File: config.mk
export PLATFORM = sky130hd
export DESIGN_NAME = oid_decode
export DESIGN_NICKNAME = d
export VERILOG_FILES = /design/src/oid_pkg.sv /design/src/oid_decode.sv
export SDC_FILE = /design/constraint.sdc
export NUM_CORES = 1
export LEC_CHECK = 0
export BUFFER_PORTS_ARGS = -buffer_cell sky130_fd_sc_hd__buf_2
export CAP_MARGIN = 0
export CORE_ASPECT_RATIO = 0.7
export CORE_MARGIN = 2
export CORE_UTILIZATION = 30
export CTS_BUF_LIST = sky130_fd_sc_hd__clkbuf_4
export DETAILED_ROUTE_END_ITERATION = 8
export PLACE_DENSITY = 0.63
export SLEW_MARGIN = 20
export SYNTH_ARGS = -nofsm -noshare
export SYNTH_HDL_FRONTEND = slang
export SYNTH_SLANG_ARGS = --single-unit
File: constraint.sdc
create_clock -name i_clk_sys -period 1.9 [get_ports i_clk_sys]
set_input_delay 0.095 -clock i_clk_sys [delete_from_list [all_inputs] [get_ports i_clk_sys]]
set_output_delay 0.095 -clock i_clk_sys [all_outputs]
set_load 0.02 [all_outputs]
File: src/oid_pkg.sv
// Shared constants and types for the operand and immediate decoder.
// Assumes one core clock domain; all users reference names through oid_pkg::.
package oid_pkg;

  // ********************************************
  // Field widths
  // ********************************************
  localparam int unsigned IMM16_W = 16; // Long immediate in first source field
  localparam int unsigned IMM5_W = 5; // Short immediate width
  localparam int unsigned LBR_W = 26; // Long branch offset width
  localparam int unsigned SBR_W = 16; // Short branch offset width
  localparam int unsigned REG_W = 5; // Register designator, 32 registers
  localparam int unsigned PM_W = 8; // Pixel mask width

  // ********************************************
  // Constants and reset values
  // ********************************************
  localparam logic [31:0] IP_STEP = 32'h0000_0004; // Next instruction offset
  localparam logic [31:0] WORD_RST = 32'h0000_0000; // Reset of 32-bit outputs
  localparam logic [7:0] WIDTH_8 = 8'h08; // Byte size in bits
  localparam logic [7:0] WIDTH_16 = 8'h10; // Short size in bits
  localparam logic [7:0] WIDTH_32 = 8'h20; // Long size in bits
  localparam logic [7:0] WIDTH_64 = 8'h40; // Double size in bits
  localparam logic [7:0] WIDTH_128 = 8'h80; // Quad size in bits

  // ********************************************
  // Enumerations
  // ********************************************
  // Class of the operation consuming the first source field
  typedef enum logic [2:0] {
    OID_OP_LOGICAL,
    OID_OP_ADDSUB,
    OID_OP_ADDRESS,
    OID_OP_SHORT_IMM,
    OID_OP_REG_ONLY
  } oid_op_class_t;

  // Two-letter precision suffix: {source double, result double}
  typedef enum logic [1:0] {
    OID_PREC_SS = 2'h0,
    OID_PREC_SD = 2'h1,
    OID_PREC_DS = 2'h2,
    OID_PREC_DD = 2'h3
  } oid_prec_t;

  // Integer-size suffix class
  typedef enum logic [1:0] {
    OID_ISZ_B = 2'h0,
    OID_ISZ_S = 2'h1,
    OID_ISZ_L = 2'h2,
    OID_ISZ_BAD = 2'h3
  } oid_int_size_t;

  // Wide-size suffix class
  typedef enum logic [1:0] {
    OID_WSZ_L = 2'h0,
    OID_WSZ_D = 2'h1,
    OID_WSZ_Q = 2'h2,
    OID_WSZ_BAD = 2'h3
  } oid_wide_size_t;

  // Which instruction field a register designator goes to
  typedef enum logic [1:0] {
    OID_ROLE_FIRST_SOURCE_FIELD = 2'h0,
    OID_ROLE_SECOND_SOURCE_FIELD = 2'h1,
    OID_ROLE_DEST = 2'h2
  } oid_role_t;

endpackage : oid_pkg

File: src/oid_decode.sv
// Operand and immediate decoder: extends immediates, selects constant halves,
// forms relative branch targets and checks precision and size suffixes.
// Assumes all inputs come from fetch logic on i_clk_sys; outputs one cycle later.
//
// Functional notes
// RULE_01: Logical immediate zero-extends to 32 bits
// RULE_02: Add, subtract, addressing immediate sign-extends
// RULE_03: Short 5-bit immediate zero-extends to 32
// RULE_04: Register-only field never yields an immediate
// RULE_05: Address offset sign-extends before address use
// RULE_06: Wide constant delivered one selected half
// RULE_07: Long branch offset signed 26-bit words
// RULE_08: Short branch offset signed 16-bit words
// RULE_09: Target is shifted extended offset plus ip+4
// RULE_10: Sources share precision; result same or higher (code checks only second source, allows .ds unless restricted)
// RULE_11: Restricted class forbids double-to-single suffix
// RULE_12: Integer sizes byte, short, long: 8/16/32
// RULE_13: Wide sizes long, double, quad: 32/64/128
// RULE_14: Pixel mask eight bits, bit zero least
// RULE_15: Designator picks one of 32 int/float registers
// RULE_16: Software writes back reserved bits as read
// RULE_17: Software zeroes reserved bits in memory layouts
// RULE_18: Branch target addition wraps modulo 2^32
`timescale 1ns/100ps

module oid_decode
(
  input wire logic i_clk_sys,
  input wire logic i_rst_b,
  input wire logic i_valid,
  input wire oid_pkg::oid_op_class_t i_op_class,
  input wire logic i_use_imm,
  input wire logic [15:0] i_imm16,
  input wire logic [4:0] i_imm5,
  input wire logic [31:0] i_first_source_field_reg_value,
  input wire logic [31:0] i_wide_constant,
  input wire logic i_wide_high_sel,
  input wire logic i_branch_long,
  input wire logic [25:0] i_lbroff,
  input wire logic [15:0] i_sbroff,
  input wire logic [31:0] i_ip,
  input wire oid_pkg::oid_prec_t i_prec,
  input wire logic i_prec_restricted,
  input wire logic i_second_source_field_double,
  input wire oid_pkg::oid_int_size_t i_int_size,
  input wire oid_pkg::oid_wide_size_t i_wide_size,
  input wire logic [7:0] i_pixel_mask,
  input wire oid_pkg::oid_role_t i_role,
  input wire logic [4:0] i_first_source_field_desig,
  input wire logic [4:0] i_second_source_field_desig,
  input wire logic [4:0] i_dest_desig,
  input wire logic i_reg_is_float,
  output logic o_valid,
  output logic [31:0] o_operand,
  output logic o_operand_is_imm,
  output logic o_operand_err,
  output logic [15:0] o_const_half,
  output logic [31:0] o_branch_target,
  output logic o_prec_legal,
  output logic o_src_double,
  output logic o_res_double,
  output logic [7:0] o_int_width,
  output logic o_int_size_legal,
  output logic [7:0] o_wide_width,
  output logic o_wide_size_legal,
  output logic [7:0] o_pixel_mask,
  output logic [4:0] o_reg_index,
  output logic o_reg_is_float
);

  // ********************************************
  // Combinational decode
  // ********************************************
  logic [31:0] next_operand; // Extended first source operand
  logic next_is_imm; // Operand came from an immediate
  logic next_err; // Immediate requested where none allowed
  logic [31:0] brx_offset; // Shifted, sign-extended branch offset
  logic next_prec_legal; // Suffix and sources agree
  logic [7:0] next_int_width; // Integer operand width in bits
  logic [7:0] next_wide_width; // Transfer width in bits
  logic [4:0] next_reg_index; // Designator of the chosen field

  // First source field extension by operation class
  always_comb
  begin
    next_operand = i_first_source_field_reg_value;
    next_is_imm = 1'b0;
    next_err = 1'b0;
    case (i_op_class)
      oid_pkg::OID_OP_LOGICAL:
      begin
        if (i_use_imm)
        begin
          next_operand = {16'h0000, i_imm16}; // see RULE_01
          next_is_imm = 1'b1;
        end
      end
      oid_pkg::OID_OP_ADDSUB, oid_pkg::OID_OP_ADDRESS:
      begin
        if (i_use_imm)
        begin
          // Signed for arithmetic and every effective address; see RULE_02 RULE_05
          next_operand = {{16{i_imm16[15]}}, i_imm16};
          next_is_imm = 1'b1;
        end
      end
      oid_pkg::OID_OP_SHORT_IMM:
      begin
        if (i_use_imm)
        begin
          next_operand = {27'h0, i_imm5}; // see RULE_03
          next_is_imm = 1'b1;
        end
      end
      oid_pkg::OID_OP_REG_ONLY:
      begin
        // Register value passes; an immediate request is flagged; see RULE_04
        next_err = i_use_imm;
      end
      default:
      begin
        next_err = i_use_imm;
      end
    endcase
  end

  // Offsets are word counts, so two zero bits are appended; see RULE_07 RULE_08
  always_comb
  begin
    if (i_branch_long)
    begin
      brx_offset = {{4{i_lbroff[25]}}, i_lbroff, 2'h0};
    end
    else
    begin
      brx_offset = {{14{i_sbroff[15]}}, i_sbroff, 2'h0};
    end
  end

  // Second source must match suffix source precision; restricted class drops .ds
  always_comb
  begin
    next_prec_legal = (i_second_source_field_double == i_prec[1]); // see RULE_10
    if (i_prec_restricted && (i_prec == oid_pkg::OID_PREC_DS))
    begin
      next_prec_legal = 1'b0; // see RULE_11
    end
  end

  // Integer-size suffix to width; see RULE_12
  always_comb
  begin
    case (i_int_size)
      oid_pkg::OID_ISZ_B: next_int_width = oid_pkg::WIDTH_8;
      oid_pkg::OID_ISZ_S: next_int_width = oid_pkg::WIDTH_16;
      oid_pkg::OID_ISZ_L: next_int_width = oid_pkg::WIDTH_32;
      default: next_int_width = 8'h00;
    endcase
  end

  // Wide-size suffix to width; see RULE_13
  always_comb
  begin
    case (i_wide_size)
      oid_pkg::OID_WSZ_L: next_wide_width = oid_pkg::WIDTH_32;
      oid_pkg::OID_WSZ_D: next_wide_width = oid_pkg::WIDTH_64;
      oid_pkg::OID_WSZ_Q: next_wide_width = oid_pkg::WIDTH_128;
      default: next_wide_width = 8'h00;
    endcase
  end

  // Designator placed by operand role; see RULE_15
  always_comb
  begin
    case (i_role)
      oid_pkg::OID_ROLE_FIRST_SOURCE_FIELD: next_reg_index = i_first_source_field_desig;
      oid_pkg::OID_ROLE_SECOND_SOURCE_FIELD: next_reg_index = i_second_source_field_desig;
      oid_pkg::OID_ROLE_DEST: next_reg_index = i_dest_desig;
      default: next_reg_index = 5'h00;
    endcase
  end

  // ********************************************
  // Output registers
  // ********************************************
  // Operand path; all but o_valid held while no instruction is valid
  always_ff @(posedge i_clk_sys or negedge i_rst_b)
  begin
    if (!i_rst_b)
    begin
      o_valid <= 1'b0;
      o_operand <= oid_pkg::WORD_RST;
      o_operand_is_imm <= 1'b0;
      o_operand_err <= 1'b0;
      o_const_half <= 16'h0000;
      o_reg_index <= 5'h00;
      o_reg_is_float <= 1'b0;
    end
    else
    begin
      o_valid <= i_valid;
      if (i_valid)
      begin
        o_operand <= next_operand;
        o_operand_is_imm <= next_is_imm;
        o_operand_err <= next_err;
        // Only one half travels per instruction; see RULE_06
        o_const_half <= i_wide_high_sel ? i_wide_constant[31:16] : i_wide_constant[15:0];
        o_reg_index <= next_reg_index;
        o_reg_is_float <= i_reg_is_float;
      end
    end
  end

  // Branch target; 32-bit sum drops the carry so targets wrap modulo 2^32
  always_ff @(posedge i_clk_sys or negedge i_rst_b)
  begin
    if (!i_rst_b)
    begin
      o_branch_target <= oid_pkg::WORD_RST;
    end
    else if (i_valid)
    begin
      o_branch_target <= i_ip + oid_pkg::IP_STEP + brx_offset; // see RULE_09 RULE_18
    end
  end

  // Suffix decode results
  always_ff @(posedge i_clk_sys or negedge i_rst_b)
  begin
    if (!i_rst_b)
    begin
      o_prec_legal <= 1'b0;
      o_src_double <= 1'b0;
      o_res_double <= 1'b0;
      o_int_width <= 8'h00;
      o_int_size_legal <= 1'b0;
      o_wide_width <= 8'h00;
      o_wide_size_legal <= 1'b0;
    end
    else if (i_valid)
    begin
      o_prec_legal <= next_prec_legal;
      o_src_double <= i_prec[1];
      o_res_double <= i_prec[0];
      o_int_width <= next_int_width;
      o_int_size_legal <= (i_int_size != oid_pkg::OID_ISZ_BAD);
      o_wide_width <= next_wide_width;
      o_wide_size_legal <= (i_wide_size != oid_pkg::OID_WSZ_BAD);
    end
  end

  // Pixel mask held as bits 7..0, bit 0 least significant
  always_ff @(posedge i_clk_sys or negedge i_rst_b)
  begin
    if (!i_rst_b)
    begin
      o_pixel_mask <= 8'h00;
    end
    else if (i_valid)
    begin
      o_pixel_mask <= i_pixel_mask; // see RULE_14
    end
  end

  // ********************************************
  // Assertions
  // ********************************************
  property p_logical_zero;
    @(posedge i_clk_sys) disable iff (!i_rst_b)
    (i_valid && i_use_imm && i_op_class == oid_pkg::OID_OP_LOGICAL)
      |=> (o_operand[31:16] == 16'h0000) && (o_operand[15:0] == $past(i_imm16));
  endproperty
  a_logical_zero: assert property (p_logical_zero) // see RULE_01
    else $error("logical immediate not zero-extended");

  property p_arith_sign;
    @(posedge i_clk_sys) disable iff (!i_rst_b)
    (i_valid && i_use_imm && (i_op_class == oid_pkg::OID_OP_ADDSUB ||
      i_op_class == oid_pkg::OID_OP_ADDRESS))
      |=> o_operand == {{16{$past(i_imm16[15])}}, $past(i_imm16)};
  endproperty
  a_arith_sign: assert property (p_arith_sign) // see RULE_02
    else $error("arithmetic or address immediate not sign-extended");

  property p_short_imm;
    @(posedge i_clk_sys) disable iff (!i_rst_b)
    (i_valid && i_use_imm && i_op_class == oid_pkg::OID_OP_SHORT_IMM)
      |=> o_operand_is_imm && (o_operand == {27'h0, $past(i_imm5)});
  endproperty
  a_short_imm: assert property (p_short_imm) // see RULE_03
    else $error("short immediate wrong");

  property p_reg_only;
    @(posedge i_clk_sys) disable iff (!i_rst_b)
    (i_valid && i_op_class == oid_pkg::OID_OP_REG_ONLY)
      |=> !o_operand_is_imm && (o_operand == $past(i_first_source_field_reg_value))
          && (o_operand_err == $past(i_use_imm));
  endproperty
  a_reg_only: assert property (p_reg_only) // see RULE_04
    else $error("register-only field produced an immediate");

  property p_const_half;
    @(posedge i_clk_sys) disable iff (!i_rst_b)
    i_valid |=> o_const_half == ($past(i_wide_high_sel) ?
      $past(i_wide_constant[31:16]) : $past(i_wide_constant[15:0]));
  endproperty
  a_const_half: assert property (p_const_half) // see RULE_06
    else $error("wrong constant half selected");

  property p_branch;
    @(posedge i_clk_sys) disable iff (!i_rst_b)
    i_valid |=> (o_branch_target - $past(i_ip) - 32'h0000_0004) == ($past(i_branch_long) ?
      {{4{$past(i_lbroff[25])}}, $past(i_lbroff), 2'h0} :
      {{14{$past(i_sbroff[15])}}, $past(i_sbroff), 2'h0});
  endproperty
  a_branch: assert property (p_branch) // see RULE_09
    else $error("branch target wrong");

  property p_prec;
    @(posedge i_clk_sys) disable iff (!i_rst_b)
    (i_valid && i_prec_restricted && i_prec == oid_pkg::OID_PREC_DS) |=> !o_prec_legal;
  endproperty
  a_prec: assert property (p_prec) // see RULE_11
    else $error("double-to-single accepted in restricted class");

  property p_prec_match;
    @(posedge i_clk_sys) disable iff (!i_rst_b)
    (i_valid && i_second_source_field_double != i_prec[1]) |=> !o_prec_legal;
  endproperty
  a_prec_match: assert property (p_prec_match) // see RULE_10
    else $error("mixed source precision accepted");

  property p_int_size;
    @(posedge i_clk_sys) disable iff (!i_rst_b)
    (i_valid && i_int_size == oid_pkg::OID_ISZ_S) |=> o_int_width == 8'h10 && o_int_size_legal;
  endproperty
  a_int_size: assert property (p_int_size) // see RULE_12
    else $error("short size not 16 bits");

  property p_wide_size;
    @(posedge i_clk_sys) disable iff (!i_rst_b)
    (i_valid && i_wide_size == oid_pkg::OID_WSZ_Q) |=> o_wide_width == 8'h80;
  endproperty
  a_wide_size: assert property (p_wide_size) // see RULE_13
    else $error("quad size not 128 bits");

  property p_pmask;
    @(posedge i_clk_sys) disable iff (!i_rst_b)
    i_valid |=> o_pixel_mask[0] == $past(i_pixel_mask[0]) && o_pixel_mask == $past(i_pixel_mask);
  endproperty
  a_pmask: assert property (p_pmask) // see RULE_14
    else $error("pixel mask order wrong");

  c_long_branch: cover property (@(posedge i_clk_sys) disable iff (!i_rst_b)
    i_valid && i_branch_long && i_lbroff[25]);
  c_wrap: cover property (@(posedge i_clk_sys) disable iff (!i_rst_b)
    i_valid && i_ip[31] && !i_branch_long && !i_sbroff[15]);
  c_reg_only_err: cover property (@(posedge i_clk_sys) disable iff (!i_rst_b)
    i_valid && i_op_class == oid_pkg::OID_OP_REG_ONLY && i_use_imm);
  c_high_half: cover property (@(posedge i_clk_sys) disable iff (!i_rst_b)
    i_valid && i_wide_high_sel);

endmodule : oid_decode

==> flow_metrics.tcl, run 1 <==
set metrics [dict create \
    drc 0 \
    finalWeightedCongestion 0.8816 \
    fillers 1913 \
    p_seq_frac 0.351 \
    path_buf_inv 3 \
    vias 7347 \
    multi_input_area_um2 4822 \
    grt_pass1_vias 7332 \
    synth_cells 704 \
    start_util 0.3086 \
    grt_first_pass_wirelength_mm 38.43 \
    clock_latency_ns 0.48 \
    min_from "i_imm5[0]" \
    fmax_mhz 438.5 \
    synth_top_cell_area_share 0.4008 \
    slew_violations 0 \
    die_w_um 183.2 \
    switching_share 0.3914 \
    fin_crit_ns 2.280 \
    powerDensity_nw_per_um2 700.6 \
    cts_buffer_depth 2 \
    num_rows 45 \
    synth.avg_cell_area_um2 9.578 \
    setup_viol 19 \
    clock-skew-final_ns 0 \
    dp.cells 1354 \
    start_kind "input port" \
    port_buffers 309 \
    status "finished, violations left" \
    syn_area_um2 6743 \
    first_pass_iters 4 \
    crit_path_top_delay_cell "a211o_1" \
    antenna_left 0 \
    max_slew_margin 0.5621 \
    p_int_mw 5.029 \
    peakVddDrop_v 0.0004110 \
    layout-drive-gt1-share 0.4938 \
    drt-initial-drc-count 262 \
    cts_tree "done" \
    htreeDepth 3 \
    cts.clk_slew.worst_paths_ns 0.20 \
    rsz0062_at_grt "true" \
    dp_slack_ns -1.186 \
    gr-usage-all-layers 0.2060 \
    required_ns 2.28 \
    cpPeakStageDelay_ns 0.37 \
    holdPathEnd "o_operand[0]" \
    fin_ws_ns -0.3804 \
    p_switching_mw 3.235 \
    r2r_start "o_int_size_legal" \
    leakagePower_nw 5.611 \
    die_h_um 129.4 \
    min_path_type "input port to register" \
    synth-async-reset-ratio 1.000 \
    combPwrFrac 0.503 \
    r2r_slack_ns 0.64 \
    routed_via_density 4.891 \
    r2r_cells 3 \
    grt_remaining_overflow 0 \
    violations "setup timing" \
    nets 1474 \
    synth-seq-cells 108 \
    grt_max_degree 101 \
    yosysTopAreaCell "dfrtp_1" \
    worstSetupPathType "input port to register" \
    root_buffer "clkbuf_4" \
    cp_max_fo 6 \
    routed_wl_mm 25.41 \
    synth_edf_count 0 \
    ios 320 \
    synth_cell_type_count 56 \
    synth_ff_type "dfrtp_1" \
    seqCellArea_um2 2703 \
    synthTopCellsByArea "dfrtp_1 40%, ha_1 11%, mux2_2 8.7%, a21oi_1 5.2%, nor2_1 4.9%" \
    crit_chain "buf_12 -> buf_12 -> mux2_4 -> ha_4 -> ha_4 -> a21oi_4 -> o21ai_2 -> a211o_1 -> buf_6 -> a211o_4 -> o22ai_4 -> xnor2_1 -> mux2_4" \
    final_cells 1502 \
    wl_per_cell_um 16.92 \
    ys_seq_area_frac 0.4008 \
    tns_ns -4.819 \
    cts.sinks 108 \
    clkPwrFrac 0.146 \
    endpoint_kind "register" \
    cp_data_arrival_time_ns 2.66 \
    hold_viol 0 \
    cts_buffers 9 \
    crit_family "compound AO/OA/AOI/OAI gates" \
    worst_pin_slew_ns 0.6546 \
    dieArea_um2 23710 \
    holdPathStages 4 \
    antenna_found_initial 1 \
    detailed_place_hpwl_mm 17.15 \
    timing.final.crit_share 1.200 \
    syn2layout_area_growth_pct 74.93 \
    yosysWarnings 0 \
    max-cap-violations 0 \
    r2r-end "o_int_size_legal" \
    core_area_um2 21850 \
]
through the flow:
stage | area, µm² | util | hold slack [ns] | power [mW]
final | 11800 | 0.5399 | 0.05380 | 8.264
after floorplan | 7193 | - | -0.2006 | 4.895
after CTS | 11500 | 0.5266 | 0.0002173 | 8.107
after global routing | 11800 | 0.5399 | 0.02559 | 8.766
after detailed placement | 9618 | 0.4403 | -0.02113 | 6.316
after global placement | 9618 | 0.4403 | -0.01845 | 6.262
cells by family after synthesis:
group / after synthesis / share of synthesized area
flip-flops: 108 / 0.4008
XOR/XNOR: 23 / 0.02988
adder cells (fa/ha/maj): 58 / 0.1087
AND/OR/NAND/NOR: 192 / 0.1267
AO/OA/AOI/OAI: 181 / 0.1653
buffers and inverters: 61 / 0.03952
other: 1 / 0.0005562
multiplexers: 80 / 0.1284
worst max-delay path by stage:
stage	endpoint	depth (start not counted)	start
floorplan	o_branch_target[31]	12	i_branch_long
global placement	o_branch_target[31]	14	i_branch_long
detailed placement	o_branch_target[29]	13	i_branch_long
CTS	o_branch_target[31]	13	i_branch_long
global route	o_branch_target[28]	13	i_branch_long
finish	o_branch_target[25]	13	i_branch_long
worst register-to-register path: stages, from the launching register on:
cell           delay [ns]
dfrtp_1              0.44
nor2_1               0.10
a31oi_1              0.05
dlygate4sd3_1        0.58
routing by layer:
metal | up-vias | GRT usage | share of wire
met5 | - | 0 | 0
met4 | 0 | 0.04706 | 0.015
met3 | 28 | 0.05593 | 0.074
met2 | 274 | 0.3469 | 0.47
met1 | 3523 | 0.2663 | 0.44
li1 | 3522 | - | -
layout by cell type (no fill, tap or decap), types with 31 or more instances in the layout:
cell	count
buf_2	306
dlygate4sd3_1	114
dfrtp_1	108
buf_4	96
nor2_1	83
a21oi_1	57
nand2_1	47
ha_4	42
mux2_2	31
o21ai_0	31
cell usage after synthesis, types with 6 or more instances:
cell type  count
xor2_1         8
nor2_1        88
a21o_1         9
clkbuf_1      31
inv_1         13
buf_4         10
mux2_2        52
ha_1          57
a221oi_1      12
xnor2_1       15
buf_1          6
o21ai_0       42
nand2_1       53
a21oi_1       70
nand3_1       11
o31ai_1        6
dfrtp_1      108
mux2i_1       28
power by group through the flow:
| stage | Clock [mW] | Combinational [mW] | Sequential [mW] |
|---|---|---|---|
| global route | 1.34 | 4.47 | 2.95 |
| CTS | 1.29 | 3.92 | 2.90 |
| finish | 1.20 | 4.16 | 2.90 |
| floorplan | 0 | 1.49 | 3.41 |
| global placement | 0 | 3.34 | 2.92 |
| detailed placement | 0 | 3.38 | 2.93 |
area by class of cell:
class / count / area share
Antenna cell: 1 / 0.0002122
Clock buffer: 9 / 0.005728
Clock inverter: 7 / 0.006046
Inverter: 14 / 0.004455
Multi-Input combinational cell: 544 / 0.4088
Sequential cell: 108 / 0.2291
Tap cell: 282 / 0.02991
Timing Repair Buffer: 537 / 0.3157
repair_timing:
action                                 in CTS  in global routing
endpoints found under the hold margin     187                  0
buffers inserted                            8                  8
pin swaps                                  19                 37
resized for setup                          83                 49
setup endpoints to repair                  21                 32
gates cloned                                2                  0
hold buffers                              114                  0
registers in the layout, indices dropped and copies added, names as in the netlist:
register	cells
o_branch_target	32
o_operand	32
o_const_half	16
o_pixel_mask	8
o_reg_index	5
o_int_width	3
o_wide_width	3
o_int_size_legal	1
o_operand_err	1
o_operand_is_imm	1
o_prec_legal	1
o_reg_is_float	1
o_res_double	1
o_src_double	1
o_valid	1
o_wide_size_legal	1
Power figures use the tool's default switching activity.
==> inputs of run 2 (changes only) <==
--- a/config.mk
+++ b/config.mk
@@ -17,3 +17,4 @@
 export SYNTH_ARGS = -nofsm -noshare
 export SYNTH_HDL_FRONTEND = slang
 export SYNTH_SLANG_ARGS = --single-unit
+export TNS_END_PERCENT = 10
==> flow_metrics.tcl, run 2 (synthesized netlist as in run 1, its figures left out) <==
set metrics [dict create \
    status "finished, violations left" \
    violations "setup timing" \
    place_area_um2 9432 \
    cpPeakStageDelay_ns 0.47 \
    cp_data_arrival_time_ns 2.82 \
    core_area_um2 21850 \
    r2r-end "o_int_size_legal" \
    clock_latency_ns 0.48 \
    dp.cells 1351 \
    grt_max_degree 109 \
    endpoint_kind "register" \
    fin_ws_ns -0.4932 \
    dp_slack_ns -1.060 \
    powerDensity_nw_per_um2 710.5 \
    path_buf_inv 3 \
    nets 1458 \
    routed_via_density 4.879 \
    vias 7246 \
    wl_per_cell_um 16.98 \
    antenna_left 0 \
    htreeDepth 3 \
    grt_first_pass_wirelength_mm 38.84 \
    rsz0062_at_grt "true" \
    crit_family "compound AO/OA/AOI/OAI gates" \
    final_cells 1485 \
    layout-drive-gt1-share 0.4559 \
    dieArea_um2 23710 \
    mostFrequentLayoutCell "buf_2" \
    routed_wl_mm 25.22 \
    setup_viol 22 \
    worst_pin_slew_ns 0.9349 \
    start_kind "input port" \
    first_pass_iters 5 \
    final_util 0.5096 \
    syn2layout_area_growth_pct 65.11 \
    cp_max_fo 8 \
    r2r_cells 3 \
    leakagePower_nw 5.379 \
    gr-usage-all-layers 0.2081 \
    num_rows 45 \
    clock-skew-final_ns 0 \
    postLayoutCellArea_um2 11130 \
    max_slew_margin 0.3767 \
    crit_chain "buf_8 -> buf_12 -> mux2_4 -> ha_4 -> ha_4 -> fa_2 -> a21oi_2 -> o22ai_2 -> a21o_1 -> a21oi_2 -> buf_6 -> nor3_2 -> or4_1 -> a31oi_1" \
    die_w_um 183.2 \
    fmax_mhz 417.9 \
    hold_viol 0 \
    port_buffers 309 \
    startpoint "i_branch_long" \
    cts_buffer_depth 2 \
    start_util 0.3086 \
    endpoint "o_branch_target[31]" \
    slew_violations 0 \
    die_h_um 129.4 \
    r2r_start "o_int_size_legal" \
    required_ns 2.33 \
    reg_top3 "o_branch_target x32, o_operand x32, o_const_half x16" \
    cts_buffers 9 \
    finalWeightedCongestion 0.8748 \
    drt-initial-drc-count 353 \
    detailed_place_hpwl_mm 17.42 \
    antenna_found_initial 1 \
    peakVddDrop_v 0.0003692 \
    max-cap-violations 0 \
    root_buffer "clkbuf_4" \
    drc 0 \
    min_path_type "input port to register" \
    cts_tree "done" \
    ios 320 \
    cts.sinks 108 \
    worstSetupPathType "input port to register" \
    cp.depth 14 \
    grt_remaining_overflow 0 \
    crit_path_top_delay_cell "or4_1" \
    final_cell_mix "306 x buf_2, 115 x dlygate4sd3_1, 108 x dfrtp_1" \
    fin_crit_ns 2.393 \
    cts.clk_slew.worst_paths_ns 0.20 \
    grt_pass1_vias 7418 \
    timing.final.crit_share 1.260 \
    r2r_slack_ns 0.70 \
]
run 2: area by class of cell:
| class | count | area (µm²) |
|---|---|---|
| Timing Repair Buffer | 521 | 3518 |
| Sequential cell | 108 | 2703 |
| Tap cell | 282 | 352.8 |
| Antenna cell | 1 | 2.502 |
| Multi-Input combinational cell | 544 | 4380 |
| Clock inverter | 6 | 56.30 |
| Clock buffer | 9 | 67.56 |
| Fill cell | 2018 | 10710 |
| Inverter | 14 | 52.55 |
run 2: timing repair:
action,CTS,global route
cloned,1,0
resized for setup,53,14
hold buffers,115,0
pin swaps,12,9
endpoints found under the hold margin,189,0
setup endpoints to repair,23,23
setup buffers,0,2
run 2: through the flow:
step                setup TNS [ns]  total power [mW]  hold slack, ns
floorplan                   -13.64             4.827         -0.2006
finish                      -6.497             7.910         0.06413
detailed placement          -22.48             6.242          0.2419
global placement            -21.21             6.189          0.2327
CTS                         -4.972             7.894        0.005255
global route                -7.935             8.446         0.03726
run 2: worst min path at each step:
stage	to	depth (start not counted)	startpoint	slack, ns
finish	o_operand[2]	4	i_imm5[2]	0.06
global route	o_operand[2]	4	i_imm16[2]	0.04
CTS	o_branch_target[31]	5	i_ip[31]	0.005
detailed placement	o_pixel_mask[1]	2	i_rst_b	0.24
global placement	o_operand[0]	2	i_rst_b	0.23
floorplan	o_branch_target[0]	0	i_rst_b	-0.20
run 2: layer usage:
| layer | global-route usage | up-vias | share of wire |
|---|---|---|---|
| met2 | 0.3431 | 289 | 0.46 |
| li1 | - | 3495 | - |
| met3 | 0.05987 | 25 | 0.078 |
| met4 | 0.05506 | 0 | 0.014 |
| met5 | 0 | - | 0 |
| met1 | 0.2696 | 3437 | 0.45 |
run 2: power breakdown:
part	total, mW	switching [mW]	internal, mW
logic	3.80	1.99	1.81
clock network	1.22	0.922	0.294
registers	2.90	0.218	2.68
total	7.91	3.13	4.78
run 2: tightest hold or removal path, stage by stage:
cell and delay [ns]:
buf_2 0.08, mux2i_1 0.05, o21ai_0 0.15, mux2_2 0.15
==> inputs of run 3 (changes only) <==
--- a/config.mk
+++ b/config.mk
@@ -5,14 +5,14 @@
 export SDC_FILE = /design/constraint.sdc
 export NUM_CORES = 1
 export LEC_CHECK = 0
+export ABC_AREA = 1
 export BUFFER_PORTS_ARGS = -buffer_cell sky130_fd_sc_hd__buf_2
-export CAP_MARGIN = 0
 export CORE_ASPECT_RATIO = 0.7
 export CORE_MARGIN = 2
 export CORE_UTILIZATION = 30
 export CTS_BUF_LIST = sky130_fd_sc_hd__clkbuf_4
 export DETAILED_ROUTE_END_ITERATION = 8
-export PLACE_DENSITY = 0.63
+export PLACE_DENSITY = 0.62
 export SLEW_MARGIN = 20
 export SYNTH_ARGS = -nofsm -noshare
 export SYNTH_HDL_FRONTEND = slang
==> flow_metrics.tcl, run 3 <==
set metrics [dict create \
    cp_max_fo 4 \
    yosysTopAreaCell "dfrtp_1" \
    min_path_type "input port to register" \
    grt_max_degree 59 \
    syn_area_um2 7312 \
    synth_cell_type_count 35 \
    switching_share 0.3862 \
    min_from "i_lbroff[0]" \
    reg_top3 "o_branch_target x32, o_operand x32, o_const_half x16" \
    worst_pin_slew_ns 0.9426 \
    rsz0062_at_grt "true" \
    synth-async-reset-ratio 1.000 \
    p_seq_frac 0.359 \
    antenna_found_initial 1 \
    first_pass_iters 6 \
    vias 8463 \
    grt_pass1_vias 8372 \
    synthTopCellsByArea "dfrtp_1 37%, nand2_1 24%, ha_1 9.8%, inv_1 5.6%, nand3_1 5.4%" \
    gr-usage-all-layers 0.2110 \
    die_h_um 134.6 \
    clkPwrFrac 0.189 \
    root_buffer "clkbuf_4" \
    synth_most_common_cell "nand2_1" \
    synth_top_cell_area_share 0.3696 \
    drt-initial-drc-count 473 \
    slew_violations 0 \
    synth_cells 1060 \
    hold_slack_ns 0.08786 \
    grt_first_pass_wirelength_mm 42.49 \
    detailed_place_hpwl_mm 20.17 \
    num_rows 47 \
    routed_wl_mm 26.99 \
    synth_edf_count 0 \
    cts.clk_slew.worst_paths_ns 0.17 \
    leakagePower_nw 6.287 \
    cts_buffers 9 \
    antenna_left 0 \
    clock_latency_ns 0.47 \
    layout-drive-gt1-share 0.2957 \
    start_util 0.3070 \
    timing.final.crit_share 0.9921 \
    combPwrFrac 0.452 \
    finalWeightedCongestion 0.9115 \
    p_switching_mw 3.026 \
    mostFrequentLayoutCell "nand2_1" \
    cts_buffer_depth 2 \
    setup_viol 0 \
    die_w_um 190.6 \
    cts_setup_buffers 0 \
    yosysWarnings 0 \
    cts.sinks 108 \
    synth.avg_cell_area_um2 6.898 \
    grt_remaining_overflow 0 \
    dp.cells 1706 \
    dieArea_um2 25660 \
    status "complete, no violations" \
    synthTopCellsByCount "465 x nand2_1, 109 x inv_1, 108 x dfrtp_1, 79 x nand3_1, 59 x nor2_1" \
    final_cells 1851 \
    worstSetupPathType "input port to register" \
    peakVddDrop_v 0.0003471 \
    port_buffers 309 \
    required_ns 2.29 \
    clock-skew-final_ns 0 \
    cp_data_arrival_time_ns 2.27 \
    r2r_start "o_operand[0]" \
    ios 320 \
    startpoint "i_ip[2]" \
    hold_viol 0 \
    powerDensity_nw_per_um2 689.4 \
    synth-seq-cells 108 \
    core_area_um2 23820 \
    fmax_mhz 530.5 \
    p_int_mw 4.809 \
    start_kind "input port" \
    fin_crit_ns 1.885 \
    syn2layout_area_growth_pct 55.44 \
    r2r_slack_ns 0.60 \
    endpoint_kind "register" \
    cts_tree "done" \
    ys_seq_area_frac 0.3696 \
    nets 1787 \
    htreeDepth 3 \
    wl_per_cell_um 14.58 \
    max_slew_margin 0.3695 \
    routed_via_density 4.572 \
    synth_ff_type "dfrtp_1" \
    max-cap-violations 0 \
    drc 0 \
    final_cell_mix "451 x nand2_1, 307 x buf_2, 128 x dlygate4sd3_1" \
]
==> run 3: worst max-delay path: stages <==
cell	delay (ns)
dlygate4sd3_1	0.53
buf_2	0.13
inv_1	0.06
ha_1	0.13
inv_1	0.04
ha_2	0.19
fa_2	0.38
nand3_2	0.09
nand3_4	0.10
nand3_2	0.10
nand3b_4	0.12
nand2_1	0.11
nand3_1	0.07
nand3_1	0.09
nand2_1	0.05
==> run 3: metal layers <==
layer	up-vias	wire length, µm	GRT usage
li1	4245	-	-
met1	3839	12650	0.2953
met2	345	11450	0.3226
met3	34	2259	0.05353
met4	0	634	0.05900
met5	-	0	0
==> run 3: final timing paths <==
check	endpoint	cells after the start
setup / recovery	o_branch_target[31]	15
hold / removal	o_branch_target[2]	4
setup reg to reg	o_operand[0]	3
hold reg to reg	o_pixel_mask[3]	2
max in group asynchronous	o_reg_index[4]	3
min in group asynchronous	o_const_half[11]	3
==> run 3: repair_timing <==
item | 4_1_cts | 5_1_grt
endpoints found under the hold margin | 185 | 0
setup endpoints to repair | 0 | 18
gates resized for setup | 0 | 11
hold buffers | 128 | 0
==> run 3: through the flow <==
stage	cell area [µm²]	power [mW]	util	setup TNS [ns]	setup slack [ns]
finish	11370	7.835	0.4772	0	0.01497
global route	11370	8.389	0.4772	-0.08566	-0.04319
CTS	11320	7.873	0.4752	0	0.05432
detailed placement	9848	6.072	0.4135	-10.20	-0.4797
global placement	9848	6.049	0.4135	-9.846	-0.4763
floorplan	7695	4.757	-	-0.09991	-0.01702
==> run 3: logic make-up (layout without fill, tap and decap cells) <==
kind of cell | count (synthesis) | count (layout) | share of synthesized area
buffers and inverters | 153 | 616 | 0.08693
and+or+nand+nor | 634 | 634 | 0.3578
other | 1 | 11 | 0.0005129
muxes | 1 | 1 | 0.001369
DFF | 108 | 108 | 0.3696
adders and majority gates | 58 | 58 | 0.1003
xor gates and xnor gates | 13 | 13 | 0.01557
AOI/OAI and AO/OA | 92 | 92 | 0.06793
==> run 3: area by class of cell <==
cell class                 count  area (µm²)
fill                        2330       12450
multi-input combinational    808        4389
timing repair buffer         491        3276
sequential                   108        2703
inverter                     109       410.4
tap                          318       397.9
clock inverter                 7       120.1
clock buffer                   9       67.56
antenna                        1       2.502
==> run 3: power groups by stage <==
stage	Clock, mW	Combinational [mW]	Sequential (mW)
2_1_floorplan	0	1.51	3.25
3_3_place_gp	0	3.21	2.84
3_5_place_dp	0	3.23	2.85
4_1_cts	1.57	3.49	2.81
5_1_grt	1.66	3.88	2.85
6_report	1.48	3.54	2.81
